[src/pkg/pmicpl_defines.svh]
// Timing, address and reset constants of the control-pin logic.
`ifndef PMICPL_DEFINES_SVH
`define PMICPL_DEFINES_SVH
`define PMICPL_CLK_MHZ      125
`define PMICPL_NREG         3
`define PMICPL_TEST_US      100
`define PMICPL_WDI_DBNC_US  10
`define PMICPL_FS_PRE_US    20
`define PMICPL_FS_DBNC_US   20
`define PMICPL_FS_HOLD_US   30
`define PMICPL_TEST_CYC     (`PMICPL_TEST_US * `PMICPL_CLK_MHZ)
`define PMICPL_WDI_DBNC_CYC (`PMICPL_WDI_DBNC_US * `PMICPL_CLK_MHZ)
`define PMICPL_FS_PRE_CYC   (`PMICPL_FS_PRE_US * `PMICPL_CLK_MHZ)
`define PMICPL_FS_DBNC_CYC  (`PMICPL_FS_DBNC_US * `PMICPL_CLK_MHZ)
`define PMICPL_FS_HOLD_CYC  (`PMICPL_FS_HOLD_US * `PMICPL_CLK_MHZ)
`define PMICPL_CFG_ADDR     7'h08
`define PMICPL_ADDR_BASE    4'h1
`define PMICPL_RST_PIN_LOW  1'b1
`endif

[src/pkg/pmicpl_pkg.sv]
// Types shared by the control-pin logic and its users.
`include "pmicpl_defines.svh"
package pmicpl_pkg;
  typedef enum logic [4:0] {
    PMICPL_SYS_OFF   = 5'h01,
    PMICPL_SYS_PWRUP = 5'h02,
    PMICPL_SYS_ON    = 5'h04,
    PMICPL_SYS_STBY  = 5'h08,
    PMICPL_SYS_PWRDN = 5'h10
  } pmicpl_sys_type;
  typedef enum logic [4:0] {
    PMICPL_FS_IDLE = 5'h01,
    PMICPL_FS_PRE  = 5'h02,
    PMICPL_FS_DOWN = 5'h04,
    PMICPL_FS_HOLD = 5'h08,
    PMICPL_FS_WAIT = 5'h10
  } pmicpl_fs_type;
  typedef struct packed {
    logic [`PMICPL_NREG-1:0] enabled;
    logic [`PMICPL_NREG-1:0] over;
    logic [`PMICPL_NREG-1:0] under;
  } pmicpl_mon_type;
  typedef struct packed {
    logic write;
    logic run_level;
    logic standby_level;
  } pmicpl_gpo_type;
  typedef struct packed {
    logic write;
    logic action;
    logic in_standby;
  } pmicpl_wdcfg_type;
endpackage

[src/pmicpl_top.sv]
// Control-pin logic: interrupt pin, watchdog input, power-good pins, enables, strap, fail sync.
`timescale 1ns/100ps
`include "pmicpl_defines.svh"

// Notes on behaviour
// - Interrupt pin low while unmasked latch set.
// - Self-test pulses interrupt pin, then self-clears.
// - Watchdog input watched only after reset release.
// - Polarity bit picks falling or rising edge.
// - Watchdog edge must hold through debounce.
// - Action bit picks hard or soft reset.
// - Standby bit gates watchdog input in standby.
// - General-output mode drives run/standby levels.
// - Output levels load from sequencing slot.
// - Window fault pulls pin low, latches interrupt.
// - Disabled regulators never affect combined pin.
// - Combined pin low until reset ready.
// - Per-regulator pin low on own fault.
// - Enable inputs frozen while sequencing runs.
// - Enable level readable as status flag.
// - Strap fixes address, stops watchdog, protections unless power-on event.
// - Fail sync disabled: ignore, drive only in reset.
// - Internal turn-off drives fail sync early.
// - Fail sync held low in Off until turn-on ready.
// - Debounced external low in On starts power-down.
// - Power-up stalls while others hold low.
// - Hard reset: hold, reload, release, wait.
// - Reset release gates the On state.
module pmicpl_top #(
  parameter int TEST_CYCLES = `PMICPL_TEST_CYC
) (
  // Clock and reset
  input  wire logic                          ref_clk,
  input  wire logic                          reset_n,
  // Sequencer status
  input  wire pmicpl_pkg::pmicpl_sys_type    sys_state,
  input  wire logic                          processor_reset_ready,
  input  wire logic                          processor_reset_n,
  input  wire logic                          turn_on_ready,
  input  wire logic                          power_on_event,
  input  wire logic                          outputs_off,
  input  wire logic                          internal_turn_off,
  // Interrupt pin
  input  wire logic                          irq_pending,
  input  wire logic                          irq_selftest_write,
  output logic                               irq_out_n_oe,
  output logic                               irq_pin_selftest,
  // Watchdog input
  input  wire logic                          watchdog_input,
  input  wire logic                          nv_watchdog_input_polarity,
  input  wire logic                          nv_watchdog_input_action,
  input  wire logic                          nv_watchdog_input_in_standby,
  input  wire pmicpl_pkg::pmicpl_wdcfg_type  wd_cfg,
  output logic                               watchdog_input_action,
  output logic                               watchdog_input_in_standby,
  output logic                               watchdog_hard_reset,
  output logic                               watchdog_soft_reset,
  // Power-good pins
  input  wire logic                          nv_power_ok_mode,
  input  wire logic                          nv_power_ok_slot,
  input  wire pmicpl_pkg::pmicpl_mon_type    mon,
  input  wire pmicpl_pkg::pmicpl_gpo_type    gpo,
  output logic                               power_ok_out_oe,
  output logic [`PMICPL_NREG-1:0]            regulator_ok_out_oe,
  output logic [`PMICPL_NREG-1:0]            overvoltage_live,
  output logic [`PMICPL_NREG-1:0]            undervoltage_live,
  output logic [`PMICPL_NREG-1:0]            ovuv_irq_set,
  output logic                               powerup_fault,
  output logic                               run_general_out_level,
  output logic                               standby_general_out_level,
  // Regulator enables
  input  wire logic [`PMICPL_NREG-1:0]       regulator_enable_in,
  output logic [`PMICPL_NREG-1:0]            regulator_enable_level_flag,
  output logic [`PMICPL_NREG-1:0]            regulator_on_request,
  // Configuration strap
  input  wire logic                          config_mode_strap,
  input  wire logic [2:0]                    nv_serial_address,
  output logic                               config_mode,
  output logic [6:0]                         serial_address,
  output logic                               protections_off,
  // Fail synchronisation
  input  wire logic                          nv_fail_sync_enable,
  input  wire logic                          fail_sync_pin_in,
  output logic                               fail_sync_pin_oe,
  output logic                               power_down_start,
  output logic                               fail_event,
  output logic                               powerup_stall,
  output logic                               nv_reload
);

  localparam int TW = $clog2(TEST_CYCLES + 1);
  localparam logic [TW-1:0] TEST_END = TW'(TEST_CYCLES - 1);
  localparam logic [11:0] WDI_END = 12'(`PMICPL_WDI_DBNC_CYC - 1);
  localparam logic [11:0] PRE_END = 12'(`PMICPL_FS_PRE_CYC - 1);
  localparam logic [11:0] DBNC_END = 12'(`PMICPL_FS_DBNC_CYC - 1);
  localparam logic [11:0] HOLD_END = 12'(`PMICPL_FS_HOLD_CYC - 1);

  logic                      st_on, st_off, st_stby, st_pwrup, seq_active;
  logic                      nv_load_pending, nv_load;
  logic [TW-1:0]             test_cnt;
  logic                      wdi_q, wdi_armed, wdi_active, wdi_edge, wdi_fire;
  logic [11:0]               wdi_cnt;
  logic                      pg_unmasked, pg_fault;
  logic [`PMICPL_NREG-1:0]   ov_now, uv_now;
  pmicpl_pkg::pmicpl_fs_type fs;
  logic [11:0]               fs_cnt;
  logic                      fs_hard, int_off, next_fs_drive;

  assign st_on      = sys_state == pmicpl_pkg::PMICPL_SYS_ON;
  assign st_off     = sys_state == pmicpl_pkg::PMICPL_SYS_OFF;
  assign st_stby    = sys_state == pmicpl_pkg::PMICPL_SYS_STBY;
  assign st_pwrup   = sys_state == pmicpl_pkg::PMICPL_SYS_PWRUP;
  assign seq_active = st_pwrup | (sys_state == pmicpl_pkg::PMICPL_SYS_PWRDN);
  assign nv_load    = nv_load_pending | nv_reload;

  //--------------------------------------------------------------------------
  // Nonvolatile defaults and software-written control bits
  //--------------------------------------------------------------------------
  // Defaults are taken one cycle after reset release, since reset itself may only load constants.
  always_ff @(posedge ref_clk or negedge reset_n) begin
    if (!reset_n) begin
      nv_load_pending           <= 1'b1;
      watchdog_input_action     <= 1'b0;
      watchdog_input_in_standby <= 1'b0;
      run_general_out_level     <= 1'b0;
      standby_general_out_level <= 1'b0;
    end else begin
      nv_load_pending <= 1'b0;
      if (nv_load) begin
        watchdog_input_action     <= nv_watchdog_input_action;
        watchdog_input_in_standby <= nv_watchdog_input_in_standby;
        run_general_out_level     <= nv_power_ok_slot;
        standby_general_out_level <= nv_power_ok_slot;
      end else begin
        if (wd_cfg.write) begin
          watchdog_input_action     <= wd_cfg.action;
          watchdog_input_in_standby <= wd_cfg.in_standby;
        end
        if (gpo.write) begin
          run_general_out_level     <= gpo.run_level;
          standby_general_out_level <= gpo.standby_level;
        end
      end
    end
  end

  //--------------------------------------------------------------------------
  // Interrupt pin and its self-test pulse
  //--------------------------------------------------------------------------
  always_ff @(posedge ref_clk or negedge reset_n) begin
    if (!reset_n) begin
      irq_pin_selftest <= 1'b0;
      test_cnt         <= '0;
      irq_out_n_oe     <= 1'b0;
    end else begin
      irq_out_n_oe <= irq_pending | irq_pin_selftest;
      if (irq_pin_selftest) begin
        if (test_cnt == TEST_END) begin
          irq_pin_selftest <= 1'b0;
          test_cnt         <= '0;
        end else begin
          test_cnt <= test_cnt + 1'b1;
        end
      end else if (irq_selftest_write) begin
        irq_pin_selftest <= 1'b1;
      end
    end
  end

  //--------------------------------------------------------------------------
  // Watchdog input edge, debounce and action
  //--------------------------------------------------------------------------
  assign wdi_active = !config_mode & processor_reset_n &
                      (st_on | (st_stby & watchdog_input_in_standby));
  // The first sample after reset has no valid history, so no edge is taken from it.
  assign wdi_edge   = (watchdog_input == nv_watchdog_input_polarity) &
                      (wdi_q != nv_watchdog_input_polarity) & !nv_load_pending;
  assign wdi_fire   = wdi_armed & (watchdog_input == nv_watchdog_input_polarity) & (wdi_cnt == WDI_END);

  // A glitch that falls back before the debounce ends simply disarms the filter.
  always_ff @(posedge ref_clk or negedge reset_n) begin
    if (!reset_n) begin
      wdi_q               <= 1'b0;
      wdi_armed           <= 1'b0;
      wdi_cnt             <= '0;
      watchdog_hard_reset <= 1'b0;
      watchdog_soft_reset <= 1'b0;
    end else begin
      wdi_q               <= watchdog_input;
      watchdog_hard_reset <= wdi_active & wdi_fire & watchdog_input_action;
      watchdog_soft_reset <= wdi_active & wdi_fire & !watchdog_input_action;
      if (!wdi_active || wdi_edge) begin
        wdi_armed <= wdi_active;
        wdi_cnt   <= '0;
      end else if (wdi_armed) begin
        if (watchdog_input != nv_watchdog_input_polarity || wdi_fire) begin
          wdi_armed <= 1'b0;
        end
        wdi_cnt <= wdi_cnt + 12'h001;
      end
    end
  end

  //--------------------------------------------------------------------------
  // Power-good pins, live status and enables
  //--------------------------------------------------------------------------
  assign ov_now   = mon.enabled & mon.over;
  assign uv_now   = mon.enabled & mon.under;
  assign pg_fault = |(ov_now | uv_now);

  always_ff @(posedge ref_clk or negedge reset_n) begin
    if (!reset_n) begin
      pg_unmasked     <= 1'b0;
      powerup_fault   <= 1'b0;
      power_ok_out_oe <= `PMICPL_RST_PIN_LOW;
    end else begin
      powerup_fault <= 1'b0;
      if (st_off) begin
        pg_unmasked <= 1'b0;
      end else if (st_pwrup && processor_reset_ready && !pg_unmasked) begin
        pg_unmasked   <= 1'b1;
        powerup_fault <= pg_fault;
      end
      if (!nv_power_ok_mode) begin
        power_ok_out_oe <= st_stby ? !standby_general_out_level : !run_general_out_level;
      end else begin
        power_ok_out_oe <= !pg_unmasked | pg_fault;
      end
    end
  end

  for (genvar i = 0; i < `PMICPL_NREG; i++) begin : g_reg
    always_ff @(posedge ref_clk or negedge reset_n) begin
      if (!reset_n) begin
        regulator_ok_out_oe[i]         <= `PMICPL_RST_PIN_LOW;
        overvoltage_live[i]            <= 1'b0;
        undervoltage_live[i]           <= 1'b0;
        ovuv_irq_set[i]                <= 1'b0;
        regulator_enable_level_flag[i] <= 1'b0;
        regulator_on_request[i]        <= 1'b0;
      end else begin
        regulator_ok_out_oe[i]         <= mon.over[i] | mon.under[i];
        overvoltage_live[i]            <= ov_now[i];
        undervoltage_live[i]           <= uv_now[i];
        ovuv_irq_set[i]                <= (ov_now[i] & !overvoltage_live[i]) |
                                          (uv_now[i] & !undervoltage_live[i]);
        regulator_enable_level_flag[i] <= regulator_enable_in[i];
        if (!seq_active) begin
          regulator_on_request[i] <= regulator_enable_in[i];
        end
      end
    end
  end

  //--------------------------------------------------------------------------
  // Configuration strap
  //--------------------------------------------------------------------------
  always_ff @(posedge ref_clk or negedge reset_n) begin
    if (!reset_n) begin
      config_mode     <= 1'b0;
      serial_address  <= `PMICPL_CFG_ADDR;
      protections_off <= 1'b0;
    end else begin
      config_mode     <= config_mode_strap;
      serial_address  <= config_mode_strap ? `PMICPL_CFG_ADDR : {`PMICPL_ADDR_BASE, nv_serial_address};
      protections_off <= config_mode_strap & !power_on_event;
    end
  end

  //--------------------------------------------------------------------------
  // Fail synchronisation pin
  //--------------------------------------------------------------------------
  assign int_off       = internal_turn_off | watchdog_hard_reset;
  assign next_fs_drive = nv_fail_sync_enable &
                         ((fs == pmicpl_pkg::PMICPL_FS_PRE) | (fs == pmicpl_pkg::PMICPL_FS_DOWN) |
                          (fs == pmicpl_pkg::PMICPL_FS_HOLD) |
                          ((fs == pmicpl_pkg::PMICPL_FS_IDLE) & st_off & !turn_on_ready));

  always_ff @(posedge ref_clk or negedge reset_n) begin
    if (!reset_n) begin
      fs               <= pmicpl_pkg::PMICPL_FS_IDLE;
      fs_cnt           <= '0;
      fs_hard          <= 1'b0;
      power_down_start <= 1'b0;
      fail_event       <= 1'b0;
      nv_reload        <= 1'b0;
    end else begin
      power_down_start <= 1'b0;
      fail_event       <= 1'b0;
      nv_reload        <= 1'b0;
      if (!nv_fail_sync_enable) begin
        fs               <= pmicpl_pkg::PMICPL_FS_IDLE;
        fs_cnt           <= '0;
        power_down_start <= int_off;
      end else begin
        unique case (fs)
          pmicpl_pkg::PMICPL_FS_IDLE: begin
            if (int_off) begin
              fs      <= pmicpl_pkg::PMICPL_FS_PRE;
              fs_cnt  <= '0;
              fs_hard <= watchdog_hard_reset;
            end else if (st_on && !fail_sync_pin_in) begin
              fs_cnt <= fs_cnt + 12'h001;
              if (fs_cnt == DBNC_END) begin
                fs               <= pmicpl_pkg::PMICPL_FS_DOWN;
                fail_event       <= 1'b1;
                power_down_start <= 1'b1;
                fs_hard          <= 1'b0;
              end
            end else begin
              fs_cnt <= '0;
            end
          end
          pmicpl_pkg::PMICPL_FS_PRE: begin
            fs_cnt <= fs_cnt + 12'h001;
            if (fs_cnt == PRE_END) begin
              fs               <= pmicpl_pkg::PMICPL_FS_DOWN;
              power_down_start <= 1'b1;
            end
          end
          pmicpl_pkg::PMICPL_FS_DOWN: begin
            fs_cnt <= '0;
            if (outputs_off) begin
              fs <= fs_hard ? pmicpl_pkg::PMICPL_FS_HOLD : pmicpl_pkg::PMICPL_FS_IDLE;
            end
          end
          pmicpl_pkg::PMICPL_FS_HOLD: begin
            fs_cnt <= fs_cnt + 12'h001;
            if (fs_cnt == HOLD_END) begin
              fs        <= pmicpl_pkg::PMICPL_FS_WAIT;
              nv_reload <= 1'b1;
            end
          end
          pmicpl_pkg::PMICPL_FS_WAIT: begin
            if (fail_sync_pin_in) begin
              fs <= pmicpl_pkg::PMICPL_FS_IDLE;
            end
          end
          default: begin
            fs <= pmicpl_pkg::PMICPL_FS_IDLE;
          end
        endcase
      end
    end
  end

  // Own drive is excluded so that the device never stalls on its own low.
  always_ff @(posedge ref_clk or negedge reset_n) begin
    if (!reset_n) begin
      fail_sync_pin_oe <= `PMICPL_RST_PIN_LOW;
      powerup_stall    <= 1'b0;
    end else begin
      fail_sync_pin_oe <= next_fs_drive;
      powerup_stall    <= nv_fail_sync_enable & !fail_sync_pin_in & !fail_sync_pin_oe &
                          (st_pwrup | turn_on_ready | (fs == pmicpl_pkg::PMICPL_FS_WAIT));
    end
  end
endmodule

[config.mk]
export PLATFORM = sky130hd
export DESIGN_NAME = pmicpl_top
export DESIGN_NICKNAME = d
export VERILOG_FILES = /design/src/pkg/pmicpl_pkg.sv /design/src/pmicpl_top.sv
export VERILOG_INCLUDE_DIRS = /design/src /design/src/pkg
export SDC_FILE = /design/constraint.sdc
export NUM_CORES = 1
export LEC_CHECK = 0
export BUFFER_PORTS_ARGS = -buffer_cell sky130_fd_sc_hd__buf_2
export CELL_PAD_IN_SITES_DETAIL_PLACEMENT = 1
export CELL_PAD_IN_SITES_GLOBAL_PLACEMENT = 1
export CORE_AREA = 4 4 106 128
export CTS_BUF_LIST = sky130_fd_sc_hd__clkbuf_16
export CTS_CLUSTER_SIZE = 25
export DETAILED_ROUTE_END_ITERATION = 8
export DIE_AREA = 0 0 110 132
export PLACE_DENSITY = 0.62
export SYNTH_ARGS = -nofsm -noshare
export SYNTH_HDL_FRONTEND = slang
export SYNTH_SLANG_ARGS = --single-unit
export TNS_END_PERCENT = 100
[constraint.sdc]
create_clock -name ref_clk -period 2.3 [get_ports ref_clk]
set_clock_uncertainty 0.05 [all_clocks]
set_input_delay 0.46 -clock ref_clk [delete_from_list [all_inputs] [get_ports ref_clk]]
set_output_delay 0.46 -clock ref_clk [all_outputs]
set_load 0.05 [all_outputs]
---- Yosys cells after proc, flatten, opt, wreduce, memory -nomap -nowiden ----
Cells that the tools add are included.
storage, ports and cells
  bits of input ports ..................... 45
  register bits after elaboration ......... 87
  output and inout port bits .............. 42
  word-level logic and storage cells ...... 195
operators by class
  add/sub/neg operators ................... 3
  reductions and logical operators ........ 32
  equality and inequality tests ........... 22
  bitwise operators ....................... 43
  muxes and demuxes ....................... 50
operators with widths
  kind                                                                     number
  12-bit 2-to-1 mux                                                        5
  12-bit one-hot mux with 3 select lines                                   1
  5-bit 2-to-1 mux                                                         7
  1-bit 2-to-1 mux                                                         32
  5-bit one-hot mux with 5 select lines                                    1
  12-bit by 1-bit adder with 12-bit output, second input constant          2
  12-bit equality test, second input constant                              2
  1-bit bitwise AND                                                        23
  1-bit zero test                                                          17
  1-bit bitwise OR                                                         17
  14-bit by 1-bit adder with 14-bit output, second input constant          1
  14-bit equality test, second input constant                              1
  14-bit 2-to-1 mux                                                        1
  12-bit by 11-bit equality test with 1-bit output, second input constant  1
  2-bit nonzero test                                                       6
  5-bit by 1-bit equality test with 1-bit output, second input constant    2
  5-bit by 2-bit equality test with 1-bit output, second input constant    2
  5-bit by 3-bit equality test with 1-bit output, second input constant    2
  5-bit by 4-bit equality test with 1-bit output, second input constant    2
  5-bit equality test, second input constant                               2
  4-bit AND reduction                                                      2
  3-bit bitwise AND                                                        2
  3-bit != test, second input constant                                     2
  4-bit 2-to-1 mux                                                         1
  12 further kinds                                                         16

---- Logic depth before layout (Yosys ltp) ----
Gate-level depths: netlist (run 1).
  word-level depth ........................ 7
  depth in mapped cells ................... 7
  gate-level depth less buffers ........... 7

---- Least setup slack after synthesis (run 1) ----
OpenSTA, ideal clock, no wires.
  kind .................................... reg2reg
  start point ............................. register fs[0]
  end point ............................... register fs[3]
  required time ........................... 2.123 ns
  setup time .............................. 0.127 ns
  path slack .............................. 0.305 ns
  stages on the path, launching flop included .. 7
  clock period less this slack ............ 1.995 ns
  data arrival time ....................... 1.818 ns
  path buffers ............................ 1
  path through ............................ dfstp_2 buf_2 nor3b_1 o2111ai_1 a31oi_1 nor4b_1 or2_2
on the way
  cells in the longest elaborated chain, start to end .. 3
  elaborated cells on any way between the ends .. 12
  classes of those cells .................. eq/ne (9); mux (2); reduce/logical (1)
RTL lines
  what                                                                               line               RTL
  start: declaration                                                                 pmicpl_top.sv:105  pmicpl_pkg::pmicpl_fs_type fs;
  start signal: assignment                                                           pmicpl_top.sv:281  fs <= pmicpl_pkg::PMICPL_FS_IDLE;
  start signal: assignment                                                           pmicpl_top.sv:292  fs <= pmicpl_pkg::PMICPL_FS_IDLE;
  start signal: assignment                                                           pmicpl_top.sv:299  fs <= pmicpl_pkg::PMICPL_FS_PRE;
  5-bit by 1-bit equality test with 1-bit output (tied with other cells)             pmicpl_top.sv:296  unique case (fs)
  4-bit by 3-bit != test with 1-bit output (no source line) (tied with other cells)  n/a
  4-bit AND reduction (no source line) or 5-bit 2-to-1 mux (tied branches)           n/a
Parallel ways exist; a longest one is shown, timed or not.
A chain may end at the register's enable or synchronous reset.

---- Worst setup path after layout (run 1) ----
  start point ............................. register fs[2]
  end point ............................... register fs_cnt[8]
on the way
  cells in the longest elaborated chain, start to end .. 4
  elaborated cells on any way between the ends .. 8
  classes of those cells .................. eq/ne (5); mux (2); reduce/logical (1)
RTL lines
  what                                                                                                              line               RTL
  5-bit by 2-bit equality test with 1-bit output or 5-bit by 4-bit equality test with 1-bit output (tied branches)  pmicpl_top.sv:296
  2-bit OR reduction (no source line)                                                                               n/a
  12-bit one-hot mux with 3 select lines                                                                            pmicpl_top.sv:296
  12-bit 2-to-1 mux                                                                                                 pmicpl_top.sv:291  if (!nv_fail_sync_enable) begin
  end signal: assignment                                                                                            pmicpl_top.sv:303  fs_cnt <= fs_cnt + 12'h001;
  end signal: assignment                                                                                            pmicpl_top.sv:315  fs_cnt <= fs_cnt + 12'h001;
  end signal: assignment                                                                                            pmicpl_top.sv:328  fs_cnt <= fs_cnt + 12'h001;
  end: declaration                                                                                                  pmicpl_top.sv:106  logic [11:0] fs_cnt;
Parallel ways exist; a longest one is shown, timed or not.

==> summary.md, run 1 <==
| Metric | Value |
|---|---|
| Run status | `completed` |
| Sink Count | `86` |
| CTS tree | `built` |
| Post-synthesis sequential area ratio | `52.1%` |
| Post-detail-place hpwl | `8320 um` |
| Top FF cell, synth | `dfrtp_1` |
| Critical path class | `reg2reg` |
| Largest net degree at the start of global routing | `87` |
| CP max-delay cell | `or4_1` |
| Final Total Pwr | `4.09 mW` |
| Synthesized area | `4150 sq um` |
| Vias/cell | `5.12` |
| Worst setup SP type | `register` |
| Max Root-Sink Buffers | `2` |
| Net Sw Power | `1.23 mW` |
| N_diodes | `0` |
| Ys async rst share | `100%` |
| Yosys cell types | `54` |
| Req. time, crit path | `2.51 ns` |
| Clk pwr share | `38.0%` |
| Clk Tree Root Cell | `clkbuf_16` |
| Final hold violation count | `0` |
| #FFs+latches synth | `86` |
| Count of final setup violators | `0` |
| Die ar. | `14500 sq um` |
| Total grt overflow | `0` |
| Peak supply drop | `310 uV` |
| Reg clk slew, reported paths | `0.06 ns` |
| Flop pwr share | `43.1%` |
| # DRC | `0` |
| Core area | `12400 sq um` |
| Worst setup EP type | `register` |
| Num rows | `45` |
| Slowest cell delay on critical path | `0.51 ns` |
| # fillers | `1448` |
| Synth top area cells | `dfrtp_1 (48%), dfstp_2 (4.4%), nand2_1 (3.7%)` |
| Final #Nets | `565` |
| 1st-iter DRT viols | `111` |
| PwrDens | `802 nW/um^2` |
| Avg WL per Cell | `16.3 um` |
| Max Clk Rate | `0.469 GHz` |
| Die Ht | `132 um` |
| Initial cell density of the core | `33.3%` |
| Fin util | `40.9%` |
| Worst Path Arrival | `2.35 ns` |
| Worst-skew pair later-pin latency | `0.34 ns` |
| TNS Setup | `0 ns` |
| EDFF count, synth | `0` |
| GPL Wtd Cong | `0.819` |
| P_leak | `2.30 nW` |
| Most common cell after layout, fill and taps aside | `buf_2` |
| Min cycle time layout | `2.13 ns` |
| HP Class | `in2async` |
| Combinational share of power | `18.9%` |
| H-tree levels | `3` |
| Switching part of the total power | `30.1%` |
| Area delta synth->final | `22.9%` |
| Avg Cell Area, Syn | `9.80 sq um` |
| Post-synth top area share | `47.7%` |
| Final WL | `11100 um` |
| Synth warn | `0` |
| Max Cap Violations | `0` |
| IO buf count | `82` |
| Number of cells produced by synthesis | `423` |
| Pins over their slew limit | `0` |
| Internal power | `2.86 mW` |
| Initial antenna violation count | `0` |
| Most frequent cells in the layout | `buf_2 (81), dfrtp_1 (79), nand2_1 (41), nor2_1 (39), o21ai_0 (26)` |
| Vias in the first global route | `3722` |
| Routed Antenna Nets | `0` |
| CP Cell Sequence | `nor4b_1 > a211oi_1 > o21a_1 > buf_4 > or4_1 > o21ai_0` |
| RSZ-0062 raised after global routing | `false` |
| Share of cells above drive strength 1 | `25.2%` |
| Crit-path max FO | `9` |
| Die width | `110 um` |
| Io pins | `87` |
| Final worst path period share | `92.8%` |
| DRT Pass-1 Iters | `4` |
| Global-route wire length before repair | `18500 um` |
| Yosys top cell by area | `dfrtp_1` |
| CTS Buf Count | `9` |
| GRT Overall Usage | `16.1%` |
| Vias | `3500` |
state kept, by name, indices dropped and copies added (netlist names), 3 cells and up:
register	flops
serial_address	3
test_cnt	14
fs_cnt	12
regulator_on_request	3
undervoltage_live	3
overvoltage_live	3
regulator_enable_level_flag	3
wdi_cnt	12
regulator_ok_out_oe	3
ovuv_irq_set	3
fs	5
worst max-delay path, delay by kind of cell (launching register included):
kind,cells,cell delay [ns]
and+or+nand+nor,2,0.87
DFF,1,0.48
AOI/OAI and AO/OA,3,0.48
buffers and inverters,1,0.19
timing repair:
action	4_1_cts	5_1_grt
hold buffers	0	0
buffers inserted	0	0
setup endpoints to repair	0	2
resized for setup	0	1
power groups by stage:
stage / Combinational, mW / Clock, mW / Sequential, mW
3_5_place_dp: 0.783 / 0 / 1.79
3_3_place_gp: 0.756 / 0 / 1.78
6_report: 0.771 / 1.55 / 1.76
5_1_grt: 0.864 / 1.68 / 1.78
4_1_cts: 0.785 / 1.61 / 1.76
2_1_floorplan: 0.426 / 0 / 1.86
per-layer routing:
metal,track usage [%],vias up,part of all wire [%]
li1,-,1683,-
met1,19.2,1739,42
met2,27.5,66,51
met3,4.80,12,5.2
met4,4.78,0,1.3
met5,0,-,0
kinds of logic after synthesis:
kind of cell / count (synthesis) / synth area share (%)
fa+ha+maj: 5 / 1.51
buf+inv: 35 / 4.10
mux: 8 / 2.02
flops: 86 / 52.1
other cells: 2 / 0.181
compound gates: 85 / 12.7
simple gates: 187 / 24.2
xor+xnor: 15 / 3.17
worst paths after layout:
kind                                   startpoint                        endpoint  slack (ns)  cells after the start
max                                         fs[2]                       fs_cnt[8]        0.17                      6
max in group asynchronous                 reset_n                 power_ok_out_oe        1.71                      2
min in group ref_clk       regulator_enable_in[1]  regulator_enable_level_flag[1]        0.19                      1
max reg2reg                                 fs[2]                       fs_cnt[8]        0.17                      6
min                                       reset_n                      wdi_cnt[8]        0.08                      2
min reg2reg                  undervoltage_live[2]                 ovuv_irq_set[2]        0.40                      1
area by class of cell:
cell class | instances | area [sq um] | area share [%]
well taps | 164 | 205 | 4.03
flip-flops and latches | 86 | 2160 | 42.4
clock inverters | 7 | 90.1 | 1.77
repair buffers | 93 | 508 | 9.97
multi-input cells | 305 | 1830 | 35.9
clock buffers | 9 | 225 | 4.42
inverters | 20 | 75.1 | 1.47
stage by stage:
| step | instances | hold WS, ns | setup WS [ns] | cell area, sq um |
|---|---|---|---|---|
| 6_report | 684 | 0.0847 | 0.166 | 5090 |
| 3_3_place_gp | 668 | 0.382 | 0.118 | 4780 |
| 5_1_grt | 684 | 0.139 | 0.0339 | 5090 |
| 4_1_cts | 684 | 0.124 | 0.143 | 5090 |
| 3_5_place_dp | 668 | 0.390 | 0.0540 | 4780 |
| 2_1_floorplan | 426 | 0.114 | 0.305 | 4160 |
Yosys cell counts (5+ instances only):
library cell,n
nand4_1,10
nand3_1,20
or4_1,6
o21ai_1,5
nor3_1,13
mux2i_1,5
a31oi_1,7
or2_2,7
nor2b_1,11
o31ai_1,6
nor2_1,39
nand2_1,41
o22ai_1,6
a21oi_1,15
buf_4,5
ha_1,5
dfrtp_1,79
xnor2_1,6
o21ai_0,26
nor3b_1,7
xor2_1,9
a22o_1,6
inv_1,19
dfstp_2,7
No activity file was read; power rests on OpenSTA's default activity.
==> run 2: changes to the inputs <==
BUFFER_PORTS_ARGS = default   (was -buffer_cell sky130_fd_sc_hd__buf_2)
CORE_AREA = 4 4 100 120   (was 4 4 106 128)
DIE_AREA = 0 0 104 124   (was 0 0 110 132)
DONT_BUFFER_PORTS = 1   (was default)
PLACE_DENSITY = 0.61   (was 0.62)
==> run 2 against run 1 <==
The run now ends with hold timing left. Maximum frequency increased by 1.3%. Cell count down 16%. Via count shrank 7.3%. Routed wire length is 9.6% lower. Global-route usage increased by 0.23 points. Worst setup slack better by 0.028 ns. Critical path type unchanged.
==> summary.md, run 2 (synthesized netlist as in run 1, its figures left out) <==
| Metric | Value |
|---|---|
| Failing checks | `hold timing` |
| Critical path class | `reg2reg (unchanged)` |
| Postcts setup bufs | `0 (unchanged)` |
| Buf+Inv Stages, Crit Path | `0 (was 1)` |
| Run status | `complete, but fails checks (was completed)` |
| Die Ht | `124 um (was 132 um)` |
| Routed Antenna Nets | `0 (unchanged)` |
| IO buf count | `0 (was 82)` |
| Total grt overflow | `0 (unchanged)` |
| Num rows | `42 (was 45)` |
| Avg WL per Cell | `17.6 um (was 16.3 um)` |
| P_leak | `1.97 nW (was 2.30 nW)` |
| Io pins | `87 (unchanged)` |
| Biggest regs | `test_cnt (14), fs_cnt (12), wdi_cnt (12) (unchanged)` |
| Worst Path Arrival | `2.27 ns (was 2.35 ns)` |
| Clk Tree Root Cell | `clkbuf_16 (unchanged)` |
| CTS Buf Count | `9 (unchanged)` |
| Global-route wire length before repair | `16900 um (was 18500 um)` |
| Count of final setup violators | `0 (unchanged)` |
| Share of cells above drive strength 1 | `11.1% (was 25.2%)` |
| Vias/cell | `5.67 (was 5.12)` |
| Final hold violation count | `86 (was 0)` |
| Crit-path max FO | `11 (was 9)` |
| Die ar. | `12900 sq um (was 14500 sq um)` |
| CP Cell Sequence | `xor2_1 > a211oi_1 > o21a_1 > nor2_1 > a22o_1 (was nor4b_1 > a211oi_1 > o21a_1 > buf_4 > or4_1 > o21ai_0)` |
| HP Class | `in2async (unchanged)` |
| # DRC | `0 (unchanged)` |
| Most common cell after layout, fill and taps aside | `dfrtp_1 (was buf_2)` |
| 1st-iter DRT viols | `158 (was 111)` |
| Min cycle time layout | `2.11 ns (was 2.13 ns)` |
| TNS Setup | `0 ns (unchanged)` |
| Fin util | `42.5% (was 40.9%)` |
| Most frequent cells in the layout | `dfrtp_1 (79), nand2_1 (41), nor2_1 (39), o21ai_0 (26), inv_1 (21) (was buf_2 (81), dfrtp_1 (79), nand2_1 (41), nor2_1 (39), o21ai_0 (26))` |
| Req. time, crit path | `2.47 ns (was 2.51 ns)` |
| Worst-skew pair later-pin latency | `0.34 ns (about the same)` |
| Initial cell density of the core | `37.9% (was 33.3%)` |
| Initial antenna violation count | `0 (unchanged)` |
| Vias in the first global route | `3428 (was 3722)` |
| Largest net degree at the start of global routing | `87 (unchanged)` |
| Largest Register | `test_cnt (unchanged)` |
| RSZ-0062 raised after global routing | `false (unchanged)` |
| Post-detail-place hpwl | `7370 um (was 8320 um)` |
| Max Cap Violations | `0 (unchanged)` |
| CP max-delay cell | `dfstp_2 (was or4_1)` |
| Die width | `104 um (was 110 um)` |
| Final #Nets | `485 (was 565)` |
| Top delay family on crit path | `compound AO/OA/AOI/OAI gates (was simple AND/OR/NAND/NOR gates)` |
| Fin area | `4640 sq um (was 5090 sq um)` |
| Max Clk Rate | `0.475 GHz (was 0.469 GHz)` |
| N_diodes | `0 (unchanged)` |
| PwrDens | `851 nW/um^2 (was 802 nW/um^2)` |
| Core area | `10900 sq um (was 12400 sq um)` |
| Cts repair resizes | `0 (unchanged)` |
| GPL Wtd Cong | `0.771 (was 0.819)` |
| Hold slack | `-0.240 ns (was 0.0847 ns)` |
| Worst-Margin Slew | `0.593 ns` |
| DRT Pass-1 Iters | `4 (unchanged)` |
| Relative slew slack | `60.2%` |
| Final worst path period share | `91.6% (was 92.8%)` |
| Final Total Pwr | `3.95 mW (was 4.09 mW)` |
| Final WL | `10100 um (was 11100 um)` |
| GRT Overall Usage | `16.3% (was 16.1%)` |
| Sink Count | `86 (unchanged)` |
| Worst setup SP type | `register (unchanged)` |
| Vias | `3243 (was 3500)` |
| Reg clk slew, reported paths | `0.07 ns (was 0.06 ns)` |
| Pins over their slew limit | `0 (unchanged)` |
| Area delta synth->final | `12.0% (was 22.9%)` |
| CTS tree | `built (unchanged)` |
| Slowest cell delay on critical path | `0.60 ns (was 0.51 ns)` |
| H-tree levels | `3 (unchanged)` |
| Worst setup EP type | `register (unchanged)` |
| Max Root-Sink Buffers | `2 (unchanged)` |
| Peak supply drop | `384 uV (was 310 uV)` |
| Max reg flops | `14 (unchanged)` |
| Post-DP Area | `4330 sq um (was 4780 sq um)` |
## run 2: cell type report
cell class                      instances  area [sq um]
Multi-Input combinational cell        305          1830
Sequential cell                        86          2160
Clock inverter                          7          92.6
Timing Repair Buffer                   13          97.6
Clock buffer                            9           225
Inverter                               20          75.1
Tap cell                              132           165
Fill cell                            1264          6290
## run 2: worst paths after layout
check	to	cells past startpoint	slack [ns]	startpoint
worst max-delay path	fs_cnt[2]	5	0.19	fs[0]
worst min register to register	power_ok_out_oe	1	0.41	pg_unmasked
min in group ref_clk	config_mode	0	0.10	config_mode_strap
worst max register to register	fs_cnt[2]	5	0.19	fs[0]
worst min-delay path	wdi_cnt[6]	0	-0.24	reset_n
max in group asynchronous	fs[0]	0	2.23	reset_n
## run 2: per-stage QoR
| step | hold slack (ns) | setup slack (ns) | cells |
|---|---|---|---|
| 6_report | -0.240 | 0.194 | 572 |
| 3_3_place_gp | 0.117 | 0.226 | 556 |
| 3_5_place_dp | 0.116 | 0.182 | 556 |
| 5_1_grt | -0.258 | 0.0143 | 572 |
| 4_1_cts | -0.250 | 0.200 | 572 |
| 2_1_floorplan | 0.114 | 0.305 | 426 |
## run 2: layer usage
metal	part of all wire [%]	vias up	global-route usage [%]
met5	0	-	0
met4	1.3	0	5.57
met3	5.5	9	4.77
met2	52	57	29.8
met1	41	1652	18.3
li1	-	1525	-
## run 2: power breakdown
group,internal [mW],switching [mW],total (mW)
sequential,1.63,0.247,1.88
combinational,0.217,0.310,0.527
clock,0.949,0.595,1.54
## run 2: worst reg2reg max path, stage by stage, from the launching register on
cell      delay (ns)
dfstp_2         0.60
xor2_1          0.10
a211oi_1        0.39
o21a_1          0.39
nor2_1          0.18
a22o_1          0.28
==> run 3: changes to the inputs <==
GPL_TIMING_DRIVEN = 0   (was default)
SETUP_SLACK_MARGIN = 0.05   (was default)
clock period = 2.6 ns   (was 2.3 ns; I/O delays follow)
==> run 3 against run 2 <==
The flow still finishes with violations (hold timing). Register-to-register slack is essentially flat. Via count decreased by 1.9%. Sequential share of layout area is 0.25 points higher. Flip-flop and latch count is the same. Die area unchanged. Maximum frequency shrank 13%. Routed wire length is 0.76% higher. Critical path depth increased by 1. Largest cell class unchanged.
==> summary.md, run 3 (synthesized netlist as in run 1, its figures left out) <==
| Metric | Value |
|---|---|
| Run status | `complete, but fails checks (unchanged)` |
| Failing checks | `hold timing (unchanged)` |
| Biggest regs | `test_cnt (14), fs_cnt (12), wdi_cnt (12) (unchanged)` |
| N_diodes | `0 (unchanged)` |
| Worst setup EP type | `register (unchanged)` |
| Reg-to-reg setup timing slack | `0.19 ns (about the same)` |
| RR Endpoint | `fs_cnt[4] (was fs_cnt[2])` |
| Post-detail-place hpwl | `7420 um (was 7370 um)` |
| Die ar. | `12900 sq um (unchanged)` |
| Routed Antenna Nets | `0 (unchanged)` |
| Worst R2R Path Depth | `6 (was 5)` |
| Final hold violation count | `86 (unchanged)` |
| Largest Register | `test_cnt (unchanged)` |
| Worst Path Arrival | `2.60 ns (was 2.27 ns)` |
| Clk Tree Root Cell | `clkbuf_16 (unchanged)` |
| Count of final setup violators | `0 (unchanged)` |
| Io pins | `87 (unchanged)` |
| 1st-iter DRT viols | `107 (was 158)` |
| Final #Nets | `487 (was 485)` |
| Avg WL per Cell | `17.7 um (was 17.6 um)` |
| Max Clk Rate | `0.415 GHz (was 0.475 GHz)` |
| H-tree levels | `3 (unchanged)` |
| Most common cell after layout, fill and taps aside | `dfrtp_1 (unchanged)` |
| Num rows | `42 (unchanged)` |
| Worst-Margin Slew | `0.789 ns (was 0.593 ns)` |
| Req. time, crit path | `2.79 ns (was 2.47 ns)` |
| Sink Count | `86 (unchanged)` |
| Initial antenna violation count | `0 (unchanged)` |
| GPL Wtd Cong | `0.812 (was 0.771)` |
| Die Ht | `124 um (unchanged)` |
| TNS Setup | `0 ns (unchanged)` |
| Crit Reg-Reg Startpoint | `fs[3] (was fs[0])` |
| Setup ws final | `0.190 ns (was 0.194 ns)` |
| Vias in the first global route | `3417 (was 3428)` |
| Postcts setup bufs | `0 (unchanged)` |
| Reg clk slew, reported paths | `0.07 ns (about the same)` |
| Hold slack | `-0.185 ns (was -0.240 ns)` |
| Area delta synth->final | `11.4% (was 12.0%)` |
| Share of cells above drive strength 1 | `10.9% (was 11.1%)` |
| GRT Overall Usage | `16.5% (was 16.3%)` |
| Final WL | `10200 um (was 10100 um)` |
| Worst-skew pair later-pin latency | `0.34 ns (about the same)` |
| Initial cell density of the core | `37.9% (unchanged)` |
| Vias/cell | `5.54 (was 5.67)` |
| Peak supply drop | `423 uV (was 384 uV)` |
| IO buf count | `0 (unchanged)` |
| HP Class | `in2async (unchanged)` |
| Core area | `10900 sq um (unchanged)` |
| P_leak | `1.96 nW (was 1.97 nW)` |
| Final worst path period share | `92.7% (was 91.6%)` |
| Crit-path max FO | `9 (was 11)` |
| Crit path launch | `fs[3] (was fs[0])` |
| Total grt overflow | `0 (unchanged)` |
| Most frequent cells in the layout | `dfrtp_1 (79), nand2_1 (41), nor2_1 (39), o21ai_0 (26), nand3_1 (20) (was dfrtp_1 (79), nand2_1 (41), nor2_1 (39), o21ai_0 (26), inv_1 (21))` |
| Max reg flops | `14 (unchanged)` |
| Vias | `3182 (was 3243)` |
| Max Root-Sink Buffers | `2 (unchanged)` |
| Global-route wire length before repair | `17000 um (was 16900 um)` |
| Fin util | `42.3% (was 42.5%)` |
| Critical path class | `reg2reg (unchanged)` |
| Cts repair resizes | `0 (unchanged)` |
| Min cycle time layout | `2.41 ns (was 2.11 ns)` |
| CTS tree | `built (unchanged)` |
| DRT Pass-1 Iters | `4 (unchanged)` |
| RSZ-0062 raised after global routing | `false (unchanged)` |
| Max Cap Violations | `0 (unchanged)` |
| Relative slew slack | `46.9% (was 60.2%)` |
| PwrDens | `742 nW/um^2 (was 851 nW/um^2)` |
| Largest net degree at the start of global routing | `87 (unchanged)` |
| Worst setup SP type | `register (unchanged)` |
| Crit path to | `fs_cnt[4] (was fs_cnt[2])` |
| Final Total Pwr | `3.43 mW (was 3.95 mW)` |
| Die width | `104 um (unchanged)` |
| Setup WS pre-CTS | `0.241 ns (was 0.182 ns)` |
| CTS Buf Count | `9 (unchanged)` |
| Pins over their slew limit | `0 (unchanged)` |
| # DRC | `0 (unchanged)` |
run 3: cell types whose count changed in the layout (fill, tap and decap cells not counted), sizes merged:
cell,delta
buf,-2
bufinv,-1
clkbuf,+4
clkinv,+3
clkinvlp,-1
inv,-1
run 3: worst min-delay path by stage:
| stage | startpoint | end | slack (ns) | cells after the start |
|---|---|---|---|---|
| floorplan | reset_n | config_mode | 0.17 | 0 |
| global placement | reset_n | wdi_cnt[3] | 0.18 | 0 |
| detailed placement | reset_n | wdi_cnt[0] | 0.18 | 0 |
| CTS | reset_n | wdi_cnt[0] | -0.20 | 0 |
| global route | reset_n | wdi_cnt[3] | -0.21 | 0 |
| finish | reset_n | wdi_cnt[0] | -0.18 | 0 |
run 3: critical path: stages, from the launching register on:
cell      delay [ns]
dfrtp_1         0.35
buf_2           0.16
nor2_2          0.33
a211oi_1        0.20
o21ai_0         0.67
nand2_1         0.27
o31ai_1         0.27
run 3: report_power, final:
group / total (mW) / switching, mW / internal [mW]
Combinational: 0.476 / 0.290 / 0.186
Sequential: 1.66 / 0.212 / 1.44
Clock: 1.30 / 0.550 / 0.746
Total: 3.43 / 1.05 / 2.38
run 3: area by class of cell:
cell class | count | area (sq um)
Multi-Input combinational cell | 305 | 1830
Inverter | 20 | 75.1
Clock inverter | 7 | 70.1
Tap cell | 132 | 165
Fill cell | 1266 | 6310
Sequential cell | 86 | 2160
Buffer | 15 | 95.1
Clock buffer | 9 | 225
run 3: routing by layer:
metal / vias to the layer above / part of all wire, % / wire length [um] / GRT usage, %
met2: 53 / 50 / 5090 / 29.7
met3: 11 / 5.8 / 589 / 5.60
met5: - / 0 / 0 / 0
li1: 1529 / - / - / -
met4: 0 / 1.9 / 190 / 6.23
met1: 1589 / 42 / 4280 / 18.3
run 3: metrics by stage:
stage | instances | hold slack (ns) | instance area (sq um)
6_report | 574 | -0.185 | 4620
5_1_grt | 574 | -0.206 | 4620
4_1_cts | 574 | -0.196 | 4620
3_5_place_dp | 558 | 0.177 | 4320
3_3_place_gp | 558 | 0.177 | 4320
2_1_floorplan | 426 | 0.174 | 4160
